File: src/ctf_pkg.sv
package ctf_pkg;

    localparam int VAL_W = 16;
    localparam int ACC_W = 32;
    localparam int SUM_W = 48;
    localparam int FILT_W = 24;
    localparam int FILT_FRAC = 8;
    localparam int FILT_SHIFT = 4;
    localparam int CAP_FRAC = 10;
    localparam int RES_W = VAL_W + CAP_FRAC;

    // Load model kind, encoded 0 and 1 in declaration order
    typedef enum logic {
        CTF_CONST_CURRENT,
        CTF_CONST_POWER
    } ctf_model_t;

    typedef enum logic [2:0] {
        SEL_LAST_CYCLE,
        SEL_THIS_CYCLE,
        SEL_AVERAGE,
        SEL_FILTERED,
        SEL_DESIGN_FIFTH,
        SEL_HYPOTHETICAL,
        SEL_CUSTOM
    } ctf_select_t;

    localparam logic       MODEL_DEFAULT  = 1'h0;
    localparam logic [2:0] SEL_CC_DEFAULT = 3'h1;
    localparam logic [2:0] SEL_CP_DEFAULT = 3'h0;

    // Previous-cycle averages after reset: -300 mA and -1200
    localparam logic signed [VAL_W-1:0] AVG_I_LAST_RST = 16'hFED4;
    localparam logic signed [VAL_W-1:0] AVG_P_LAST_RST = 16'hFB50;

    // Filter time constant and its step period at the system clock
    localparam longint unsigned TAU_FILT_MS = 64'h0000_0000_0000_36B0;
    localparam longint unsigned CLK_KHZ     = 64'h0000_0000_0003_0D40;
    localparam longint unsigned FILT_STEP_CYCLES =
        (TAU_FILT_MS * CLK_KHZ) >> FILT_SHIFT;

    // mA times mV is uW; 10000 uW make one 10 mW unit
    localparam logic signed [33:0] POWER_DIV = 34'sh0_0000_2710;
    localparam logic signed [33:0] POWER_MAX = 34'sh0_0000_7FFF;
    localparam logic signed [33:0] POWER_MIN = 34'sh3_FFFF_8000;
    localparam logic [VAL_W-1:0]   DESIGN_FIFTH = 16'h0005;
    // mWh / 5 is mW; a further / 10 gives 10 mW units
    localparam logic [VAL_W-1:0]   ENERGY_DIV   = 16'h0032;

    localparam logic [VAL_W-1:0]   COUNT_MAX = 16'hFFFF;

    // Current times voltage in 10 mW units, saturated to 16 bits
    function automatic logic signed [VAL_W-1:0] power_10mw(
        input logic signed [VAL_W-1:0] cur,
        input logic [VAL_W-1:0]        volt
    );
        logic signed [33:0] prod;
        logic signed [33:0] quo;
        prod = 34'(cur) * 34'(signed'({1'b0, volt}));
        quo = prod / POWER_DIV;
        if (quo > POWER_MAX)
            return 16'h7FFF;
        else if (quo < POWER_MIN)
            return 16'h8000;
        else
            return quo[VAL_W-1:0];
    endfunction

endpackage

File: src/ctf_flags_load.sv
`timescale 1ns/1ps

// Function
// RL1 - Set low-charge flag when capacity left drops below set level, mAh.
// RL2 - Clear low-charge flag when capacity left climbs above set level.
// RL3 - Battery-low pin always follows the low-charge flag.
// RL4 - Voltage below shutdown set level sets warning flag and pulses int.
// RL5 - Set warning flag clears above shutdown clear level, pulsing int.
// RL6 - Load-model kind 0 (default) constant current, 1 constant power.
// RL7 - Status bit mirrors the load-model kind.
// RL8 - Current options: 0 last cycle, 1 (default) this cycle, 2 average.
// RL9 - Current options: 3 filtered 14 s, 4 capacity/5, 5 rate, 6 custom.
// RL10 - Power options: 0 (default) last cycle, 1 this cycle, 2 I times V.
// RL11 - Power options: 3 filtered I*V, 4 energy/5, 5 rate, 6 custom.
// RL12 - Record average discharge current per cycle; keep previous average.
// RL13 - Reserve charge remains after capacity zero until end voltage.
// RL14 - Accumulate measured charge to track state of charge.
// RL15 - Re-evaluate both flags on every measurement update.
module ctf_flags_load #(
    parameter int unsigned FILT_STEP = 32'(ctf_pkg::FILT_STEP_CYCLES)
) (
    input  wire logic                             CLK,
    input  wire logic                             SYS_RST,
    input  wire logic                             MEAS_UPDATE,
    input  wire logic [ctf_pkg::VAL_W-1:0]        CAPACITY_LEFT_VALUE,
    input  wire logic [ctf_pkg::VAL_W-1:0]        CELL_VOLTAGE,
    input  wire logic signed [ctf_pkg::VAL_W-1:0] MEAN_CURRENT_VALUE,
    input  wire logic signed [ctf_pkg::VAL_W-1:0] CHARGE_DELTA,
    input  wire logic [ctf_pkg::VAL_W-1:0]        INITIAL_CHARGE_SET_LEVEL,
    input  wire logic [ctf_pkg::VAL_W-1:0]        SHUTDOWN_SET_LEVEL,
    input  wire logic [ctf_pkg::VAL_W-1:0]        SHUTDOWN_CLEAR_LEVEL,
    input  wire logic [ctf_pkg::VAL_W-1:0]        TERMINATE_VOLTAGE,
    input  wire logic [ctf_pkg::VAL_W-1:0]        RESERVE_CHARGE_AMOUNT,
    input  wire logic [ctf_pkg::VAL_W-1:0]        DSG_THRESHOLD,
    input  wire logic [ctf_pkg::VAL_W-1:0]        DESIGN_CAPACITY,
    input  wire logic [ctf_pkg::VAL_W-1:0]        DESIGN_ENERGY,
    input  wire logic signed [ctf_pkg::VAL_W-1:0] HYPOTHETICAL_RATE_VALUE,
    input  wire logic signed [ctf_pkg::VAL_W-1:0] CUSTOM_RATE_VALUE,
    input  wire logic                             LOAD_MODEL_KIND,
    input  wire logic [2:0]                       LOAD_MODEL_OPTION,
    output logic                                  LOW_CHARGE_FLAG,
    output logic                                  SHUTDOWN_WARNING_FLAG,
    output logic                                  BATTERY_LOW_PIN,
    output logic                                  SOC_INT_PIN,
    output logic                                  LOAD_MODEL_STATUS_BIT,
    output logic signed [ctf_pkg::VAL_W-1:0]      LOAD_RATE_VALUE,
    output logic                                  LOAD_OPTION_INVALID,
    output logic signed [ctf_pkg::VAL_W-1:0]      AVG_I_LAST_RUN,
    output logic signed [ctf_pkg::VAL_W-1:0]      AVG_P_LAST_RUN,
    output logic signed [ctf_pkg::ACC_W-1:0]      CHARGE_ACCUM,
    output logic [ctf_pkg::VAL_W-1:0]             RESERVE_LEFT_VALUE
);

    logic                             next_low_charge;
    logic                             next_shutdown;
    logic                             dsg_now;
    logic                             in_dsg;
    logic [ctf_pkg::VAL_W-1:0]        dsg_count;
    logic [ctf_pkg::SUM_W-1:0]        sum_i;
    logic [ctf_pkg::SUM_W-1:0]        sum_p;
    logic                             div_start;
    logic                             div_i_done;
    logic                             div_p_done;
    logic [ctf_pkg::SUM_W-1:0]        quo_i;
    logic [ctf_pkg::SUM_W-1:0]        quo_p;
    logic signed [ctf_pkg::VAL_W-1:0] avg_i_now;
    logic signed [ctf_pkg::VAL_W-1:0] avg_p_now;
    logic signed [ctf_pkg::VAL_W-1:0] inst_power;
    logic signed [ctf_pkg::VAL_W-1:0] filt_cur;
    logic signed [ctf_pkg::VAL_W-1:0] next_rate;
    logic                             next_invalid;
    logic [31:0]                      filt_tick_cnt;
    logic signed [ctf_pkg::FILT_W-1:0] filt_acc;
    logic signed [ctf_pkg::FILT_W:0]   filt_diff;
    logic [ctf_pkg::RES_W-1:0]        reserve_left;
    logic [ctf_pkg::VAL_W:0]          draw;

    // Threshold flags; an equal reading leaves a flag as it was
    always_comb
    begin
        next_low_charge = LOW_CHARGE_FLAG;
        if (CAPACITY_LEFT_VALUE < INITIAL_CHARGE_SET_LEVEL)
            next_low_charge = 1'b1; // RL1
        else if (CAPACITY_LEFT_VALUE > INITIAL_CHARGE_SET_LEVEL)
            next_low_charge = 1'b0; // RL2
        next_shutdown = SHUTDOWN_WARNING_FLAG;
        if (CELL_VOLTAGE < SHUTDOWN_SET_LEVEL)
            next_shutdown = 1'b1; // RL4
        else if (SHUTDOWN_WARNING_FLAG
                 && CELL_VOLTAGE > SHUTDOWN_CLEAR_LEVEL)
            next_shutdown = 1'b0; // RL5
    end

    always_ff @(posedge CLK or posedge SYS_RST)
    begin
        if (SYS_RST)
        begin
            LOW_CHARGE_FLAG <= 1'b0;
            BATTERY_LOW_PIN <= 1'b0;
        end
        else if (MEAS_UPDATE) // RL15
        begin
            LOW_CHARGE_FLAG <= next_low_charge;
            // Loaded from the same next value, so pin and flag never skew
            BATTERY_LOW_PIN <= next_low_charge; // RL3
        end
    end

    always_ff @(posedge CLK or posedge SYS_RST)
    begin
        if (SYS_RST)
        begin
            SHUTDOWN_WARNING_FLAG <= 1'b0;
            SOC_INT_PIN           <= 1'b0;
        end
        else
        begin
            SOC_INT_PIN <= MEAS_UPDATE
                           && (next_shutdown != SHUTDOWN_WARNING_FLAG); // RL4
            if (MEAS_UPDATE) // RL15
                SHUTDOWN_WARNING_FLAG <= next_shutdown; // RL5
        end
    end

    always_ff @(posedge CLK or posedge SYS_RST)
    begin
        if (SYS_RST)
            LOAD_MODEL_STATUS_BIT <= ctf_pkg::MODEL_DEFAULT;
        else
            LOAD_MODEL_STATUS_BIT <= LOAD_MODEL_KIND; // RL7
    end

    // Discharge cycle bookkeeping
    assign dsg_now = MEAN_CURRENT_VALUE < -$signed({1'b0, DSG_THRESHOLD});
    assign inst_power = ctf_pkg::power_10mw(MEAN_CURRENT_VALUE, CELL_VOLTAGE);
    assign div_start = MEAS_UPDATE && dsg_now
                       && dsg_count != ctf_pkg::COUNT_MAX;

    always_ff @(posedge CLK or posedge SYS_RST)
    begin
        if (SYS_RST)
        begin
            in_dsg         <= 1'b0;
            dsg_count      <= '0;
            sum_i          <= '0;
            sum_p          <= '0;
            AVG_I_LAST_RUN <= ctf_pkg::AVG_I_LAST_RST;
            AVG_P_LAST_RUN <= ctf_pkg::AVG_P_LAST_RST;
        end
        else if (MEAS_UPDATE)
        begin
            in_dsg <= dsg_now;
            // Sums freeze at a full count so the average stays consistent
            if (div_start)
            begin
                dsg_count <= dsg_count + 16'h0001;
                sum_i <= sum_i
                         + ctf_pkg::SUM_W'(-(17'(MEAN_CURRENT_VALUE))); // RL12
                sum_p <= sum_p + ctf_pkg::SUM_W'(-(17'(inst_power)));
            end
            else if (!dsg_now && in_dsg)
            begin
                AVG_I_LAST_RUN <= avg_i_now; // RL12
                AVG_P_LAST_RUN <= avg_p_now;
                dsg_count      <= '0;
                sum_i          <= '0;
                sum_p          <= '0;
            end
        end
    end

    // Divides start with a sum update and take the new sum; count holds the new value
    ctf_div u_div_i (
        .clk      (CLK),
        .rst      (SYS_RST),
        .start    (div_start),
        .dividend (sum_i + ctf_pkg::SUM_W'(-(17'(MEAN_CURRENT_VALUE)))),
        .divisor  (dsg_count + 16'h0001),
        .busy     (),
        .done     (div_i_done),
        .quotient (quo_i)
    );

    ctf_div u_div_p (
        .clk      (CLK),
        .rst      (SYS_RST),
        .start    (div_start),
        .dividend (sum_p + ctf_pkg::SUM_W'(-(17'(inst_power)))),
        .divisor  (dsg_count + 16'h0001),
        .busy     (),
        .done     (div_p_done),
        .quotient (quo_p)
    );

    always_ff @(posedge CLK or posedge SYS_RST)
    begin
        if (SYS_RST)
        begin
            avg_i_now <= '0;
            avg_p_now <= '0;
        end
        else
        begin
            if (div_i_done)
                avg_i_now <= ctf_pkg::VAL_W'(-(17'(quo_i[16:0]))); // RL12
            if (div_p_done)
                avg_p_now <= ctf_pkg::VAL_W'(-(17'(quo_p[16:0])));
        end
    end

    // First-order low-pass of the mean current, one step every FILT_STEP clocks
    assign filt_diff = (ctf_pkg::FILT_W+1)'(
                           $signed({MEAN_CURRENT_VALUE, 8'h00}))
                       - (ctf_pkg::FILT_W+1)'(filt_acc);
    assign filt_cur  = filt_acc[ctf_pkg::FILT_W-1:ctf_pkg::FILT_FRAC];

    always_ff @(posedge CLK or posedge SYS_RST)
    begin
        if (SYS_RST)
        begin
            filt_tick_cnt <= 32'h0000_0000;
            filt_acc      <= '0;
        end
        else if (filt_tick_cnt >= FILT_STEP - 32'h0000_0001)
        begin
            filt_tick_cnt <= 32'h0000_0000;
            filt_acc <= filt_acc + ctf_pkg::FILT_W'(
                            filt_diff >>> ctf_pkg::FILT_SHIFT); // RL9
        end
        else
            filt_tick_cnt <= filt_tick_cnt + 32'h0000_0001;
    end

    // Load rate source: mA in constant current, 10 mW in constant power
    always_comb
    begin
        next_rate    = '0;
        next_invalid = 1'b0;
        unique case (ctf_pkg::ctf_select_t'(LOAD_MODEL_OPTION))
            ctf_pkg::SEL_LAST_CYCLE:
                next_rate = LOAD_MODEL_KIND ? AVG_P_LAST_RUN   // RL10
                                            : AVG_I_LAST_RUN;  // RL8
            ctf_pkg::SEL_THIS_CYCLE:
                next_rate = LOAD_MODEL_KIND ? avg_p_now : avg_i_now; // RL8
            ctf_pkg::SEL_AVERAGE:
                next_rate = LOAD_MODEL_KIND ? inst_power  // RL10
                                            : MEAN_CURRENT_VALUE; // RL8
            ctf_pkg::SEL_FILTERED:
                next_rate = LOAD_MODEL_KIND
                    ? ctf_pkg::power_10mw(filt_cur, CELL_VOLTAGE) // RL11
                    : filt_cur; // RL9
            ctf_pkg::SEL_DESIGN_FIFTH:
                next_rate = LOAD_MODEL_KIND
                    ? ctf_pkg::VAL_W'(-(17'(DESIGN_ENERGY
                                            / ctf_pkg::ENERGY_DIV))) // RL11
                    : ctf_pkg::VAL_W'(-(17'(DESIGN_CAPACITY
                                            / ctf_pkg::DESIGN_FIFTH))); // RL9
            ctf_pkg::SEL_HYPOTHETICAL:
                next_rate = HYPOTHETICAL_RATE_VALUE; // RL9
            ctf_pkg::SEL_CUSTOM:
                next_rate = CUSTOM_RATE_VALUE; // RL11
            default:
                next_invalid = 1'b1;
        endcase
    end

    always_ff @(posedge CLK or posedge SYS_RST)
    begin
        if (SYS_RST)
        begin
            LOAD_RATE_VALUE     <= '0;
            LOAD_OPTION_INVALID <= 1'b0;
        end
        else
        begin
            LOAD_RATE_VALUE     <= next_rate; // RL6
            LOAD_OPTION_INVALID <= next_invalid;
        end
    end

    always_ff @(posedge CLK or posedge SYS_RST)
    begin
        if (SYS_RST)
            CHARGE_ACCUM <= '0;
        else if (MEAS_UPDATE)
            CHARGE_ACCUM <= CHARGE_ACCUM
                            + ctf_pkg::ACC_W'(CHARGE_DELTA); // RL14
    end

    // Reserve is kept at no-load value: no rate scaling is applied to it
    assign draw = CHARGE_DELTA[ctf_pkg::VAL_W-1]
                  ? (ctf_pkg::VAL_W+1)'(-(17'(CHARGE_DELTA))) : '0;

    always_ff @(posedge CLK or posedge SYS_RST)
    begin
        if (SYS_RST)
            reserve_left <= '0;
        else if (MEAS_UPDATE)
        begin
            if (CAPACITY_LEFT_VALUE != '0)
                reserve_left <= {RESERVE_CHARGE_AMOUNT,
                                 ctf_pkg::CAP_FRAC'(0)}; // RL13
            else if (CELL_VOLTAGE <= TERMINATE_VOLTAGE)
                reserve_left <= '0;
            else if (reserve_left > ctf_pkg::RES_W'(draw))
                reserve_left <= reserve_left - ctf_pkg::RES_W'(draw); // RL13
            else
                reserve_left <= '0;
        end
    end

    always_ff @(posedge CLK or posedge SYS_RST)
    begin
        if (SYS_RST)
            RESERVE_LEFT_VALUE <= '0;
        else
            RESERVE_LEFT_VALUE <= reserve_left[ctf_pkg::RES_W-1:
                                                ctf_pkg::CAP_FRAC];
    end

endmodule

File: src/ctf_div.sv
`timescale 1ns/1ps

// Serial restoring divider, one quotient bit per clock
module ctf_div (
    input  wire logic                       clk,
    input  wire logic                       rst,
    input  wire logic                       start,
    input  wire logic [ctf_pkg::SUM_W-1:0]  dividend,
    input  wire logic [ctf_pkg::VAL_W-1:0]  divisor,
    output logic                            busy,
    output logic                            done,
    output logic [ctf_pkg::SUM_W-1:0]       quotient
);

    logic [ctf_pkg::VAL_W:0]   rem;
    logic [ctf_pkg::VAL_W:0]   trial;
    logic [ctf_pkg::SUM_W-1:0] work;
    logic [ctf_pkg::VAL_W-1:0] dvs;
    logic [5:0]                steps;

    assign trial = {rem[ctf_pkg::VAL_W-1:0], work[ctf_pkg::SUM_W-1]};

    always_ff @(posedge clk or posedge rst)
    begin
        if (rst)
        begin
            rem      <= '0;
            work     <= '0;
            dvs      <= '0;
            steps    <= 6'h00;
            busy     <= 1'b0;
            done     <= 1'b0;
            quotient <= '0;
        end
        else
        begin
            done <= 1'b0;
            // A start while busy is dropped; the next one recomputes
            if (start && !busy)
            begin
                rem   <= '0;
                work  <= dividend;
                dvs   <= divisor;
                steps <= 6'(ctf_pkg::SUM_W);
                busy  <= 1'b1;
            end
            else if (busy)
            begin
                if (trial >= {1'b0, dvs})
                begin
                    rem  <= trial - {1'b0, dvs};
                    work <= {work[ctf_pkg::SUM_W-2:0], 1'b1};
                end
                else
                begin
                    rem  <= trial;
                    work <= {work[ctf_pkg::SUM_W-2:0], 1'b0};
                end
                steps <= steps - 6'h01;
                if (steps == 6'h01)
                begin
                    busy <= 1'b0;
                    done <= 1'b1;
                    if (trial >= {1'b0, dvs})
                        quotient <= {work[ctf_pkg::SUM_W-2:0], 1'b1};
                    else
                        quotient <= {work[ctf_pkg::SUM_W-2:0], 1'b0};
                end
            end
        end
    end

endmodule

File: config.mk
export PLATFORM = sky130hd
export DESIGN_NAME = ctf_flags_load
export DESIGN_NICKNAME = d
export VERILOG_FILES = /design/src/ctf_pkg.sv /design/src/ctf_flags_load.sv /design/src/ctf_div.sv
export SDC_FILE = /design/constraint.sdc
export NUM_CORES = 2
export LEC_CHECK = 0
export ABC_AREA = 1
export BUFFER_PORTS_ARGS = -buffer_cell sky130_fd_sc_hd__buf_2
export CAP_MARGIN = 20
export CORE_UTILIZATION = 40
export CTS_CLUSTER_SIZE = 24
export DETAILED_ROUTE_END_ITERATION = 12
export PLACE_DENSITY = 0.65
export SLEW_MARGIN = 5
export SYNTH_ARGS = -nofsm -noshare
export SYNTH_HDL_FRONTEND = slang
export SYNTH_SLANG_ARGS = --single-unit
File: constraint.sdc
create_clock -name CLK -period 39 [get_ports CLK]
set_input_delay 3.9 -clock CLK [delete_from_list [all_inputs] [get_ports CLK]]
set_output_delay 3.9 -clock CLK [all_outputs]
set_load 0.01 [all_outputs]
==> flow_metrics.env <==
export IMPL_status="finished, final reports clean"
export IMPL_clock_sinks=536
export IMPL_grt_pass1_wl_mm=338
export IMPL_synth_top_family_by_area="simple AND/OR/NAND/NOR gates"
export IMPL_synth_most_common_cell="nand2_1"
export IMPL_drive_gt1_share_pct=11.8
export IMPL_muxShareOfSynthArea_pct=0.190
export IMPL_slew_viol_final=0
export IMPL_grt_max_degree=86
export IMPL_ctsHoldBuffers=0
export IMPL_finalClockSkew_ns=0.0386
export IMPL_max_freq_mhz=28.4
export IMPL_final_hold_viol_count=0
export IMPL_crit_path_end="u_div_p.work[47]"
export IMPL_cts_tree="built"
export IMPL_dp_hpwl_mm=160
export IMPL_layout_nets=12200
export IMPL_r2r_start="filt_acc[23]"
export IMPL_syn_area_per_cell_sq_um=6.78
export IMPL_area_delta_synth_final_pct=7.81
export IMPL_worstPathMaxFanout=44
export IMPL_synthSimpleGateAreaFrac_pct=32.0
export IMPL_die_h_um=432
export IMPL_synth_distinct_cells=93
export IMPL_die_x_um=432
export IMPL_firstDrtPassIters=8
export IMPL_initial_core_util_pct=40.3
export IMPL_std_cell_rows=157
export IMPL_synth_seq_cells=536
export IMPL_reg2reg_depth=149
export IMPL_synthFlopType="dfrtp_1"
export IMPL_synthTopCellsByArea="dfrtp_1, nand2_1, fa_1"
export IMPL_io_buffers=331
export IMPL_core_area_sq_um=183000
export IMPL_r2r_end="LOAD_RATE_VALUE[13]"
export IMPL_overflow=0
export IMPL_dr_first_iter_drc_count=4351
export IMPL_required_ns=39.50
export IMPL_timing_final_crit_period_ns=35.23
export IMPL_whs_path_depth=0
export IMPL_timing_critical_path_mode_cell="nand2_1"
export IMPL_yosys_area_top_type="dfrtp_1"
export IMPL_synthAdderAreaFrac_pct=20.1
export IMPL_cts_root_buf="clkbuf_16"
export IMPL_gp_congestion=0.943
export IMPL_relSlewSlack_pct=32.2
export IMPL_synth_edf_count=0
export IMPL_slowest_delay_ns=0.58
export IMPL_cts_buffers_inserted=59
export IMPL_vias=69000
export IMPL_cap_viol_max_count=0
export IMPL_arrival_ns=35.73
export IMPL_wl_per_cell_um=15.0
export IMPL_cts_setup_buffers=0
export IMPL_worst_setup_path_start_kind="input pin"
export IMPL_setup_violations=0
export IMPL_synth_compound_area_share_pct=11.7
export IMPL_grt_use_total_pct=21.7
export IMPL_synth_common_cells="nand2_1, inv_1, nor2_1"
export IMPL_hold_path_class="reg2reg"
export IMPL_htree_levels=2
export IMPL_worst_skew_pair_late_latency_ns=0.69
export IMPL_ant_nets=0
export IMPL_tightest_slew_ns=1.02
export IMPL_synthXorXnorAreaFrac_pct=4.75
export IMPL_ys_seq_area_share_pct=18.2
export IMPL_tns_ns=0
export IMPL_fin_crit_sh_pct=90.3
export IMPL_yosysTopAreaCellShare_pct=17.5
export IMPL_post_cts_resized=0
export IMPL_r2r_setup_slack_ns=12.76
export IMPL_rsz0062_at_grt="false"
export IMPL_cts_buffer_depth=3
export IMPL_synthArstFlopShare_pct=100
export IMPL_crit_slowest_cell="fa_1"
export IMPL_syn_inst=10900
export IMPL_viasPerCell=5.09
export IMPL_critPathKind="in2reg"
export IMPL_io_pins=333
export IMPL_antenna_found_initial=5
export IMPL_worstSetupEndpointType="flip-flop"
export IMPL_ys_warnings_count=0
export IMPL_path_clk_slew_ns=0.06
export IMPL_fp_dieArea_sq_um=186000
export IMPL_grt_pass1_vias=67800
export IMPL_crit_start="MEAN_CURRENT_VALUE[15]"
export IMPL_wirelength_mm=204
export IMPL_syn_area_sq_um=73800
export IMPL_route_detailed_drc=0
[cell families (layout without fill, tap and decap cells)]
| group | after synthesis | in the layout |
|---|---|---|
| buf+inv | 2374 | 2570 |
| compound gates | 1464 | 1464 |
| xor+xnor | 396 | 396 |
| simple gates | 5163 | 5163 |
| mux | 13 | 13 |
| fa+ha+maj | 949 | 949 |
| other cells | 2 | 11 |
| flops | 536 | 536 |
[registers in the layout, summed over array words and instances (netlist names), 24 cells and up]
register	flops
CHARGE_ACCUM	32
filt_acc	24
filt_tick_cnt	32
reserve_left	26
sum_i	48
sum_p	48
u_div_i.work	48
u_div_p.work	48
[placed cells by master (no fill, tap or decap), drive strengths merged, types with 289 or more instances in the layout]
cell   instances
a21oi        567
buf          378
dfrtp        516
fa           395
ha           554
inv         2055
nand2       3232
nand3        701
nor2         857
o21ai        551
xor2         289
[cell type report]
| class | count | area, sq um |
|---|---|---|
| sequential | 536 | 13400 |
| tap | 2464 | 3080 |
| multi-input combinational | 7990 | 50900 |
| antenna | 6 | 15.0 |
| timing repair buffer | 378 | 2030 |
| clock inverter | 33 | 573 |
| inverter | 2081 | 7930 |
| fill | 18800 | 104000 |
| clock buffer | 78 | 1680 |
[critical path: cells and delay by family]
family                     cells  cell delay (ns)
adders and majority gates      9             4.13
xor gates and xnor gates       3             0.56
buffers and inverters         26             3.85
AOI/OAI and AO/OA             33             5.91
and+or+nand+nor              124            17.26
[worst min-delay path by stage]
stage,from,endpoint,slack [ns]
2_1_floorplan,reserve_left[25],RESERVE_LEFT_VALUE[15],0.37
3_3_place_gp,reserve_left[24],RESERVE_LEFT_VALUE[14],0.39
3_5_place_dp,reserve_left[24],RESERVE_LEFT_VALUE[14],0.40
4_1_cts,reserve_left[24],RESERVE_LEFT_VALUE[14],0.41
5_1_grt,reserve_left[24],RESERVE_LEFT_VALUE[14],0.41
6_report,reserve_left[24],RESERVE_LEFT_VALUE[14],0.41
[per-layer routing]
| metal | share of wire (%) | GRT usage, % | vias to the layer above |
|---|---|---|---|
| met5 | 0 | 0 | - |
| met4 | 3.3 | 6.97 | 0 |
| met3 | 4.3 | 1.90 | 320 |
| met2 | 49 | 38.5 | 1469 |
| met1 | 43 | 27.6 | 32700 |
| li1 | - | - | 34600 |
[per-stage QoR]
stage               instances  setup slack, ns  hold WS, ns  cell area (sq um)  utilization, %
floorplan               10900            10.22        0.375              73800               -
global placement        13400             4.12        0.392              77300            42.2
detailed placement      13400             3.40        0.395              77300            42.2
CTS                     13600             4.01        0.409              79500            43.4
global route            13600            0.938        0.412              79600            43.4
finish                  13600             3.77        0.409              79600            43.4
Power is left out: the tool's default activity adds up to more than one toggle a clock period on the data nets, which glitch-free logic cannot reach.
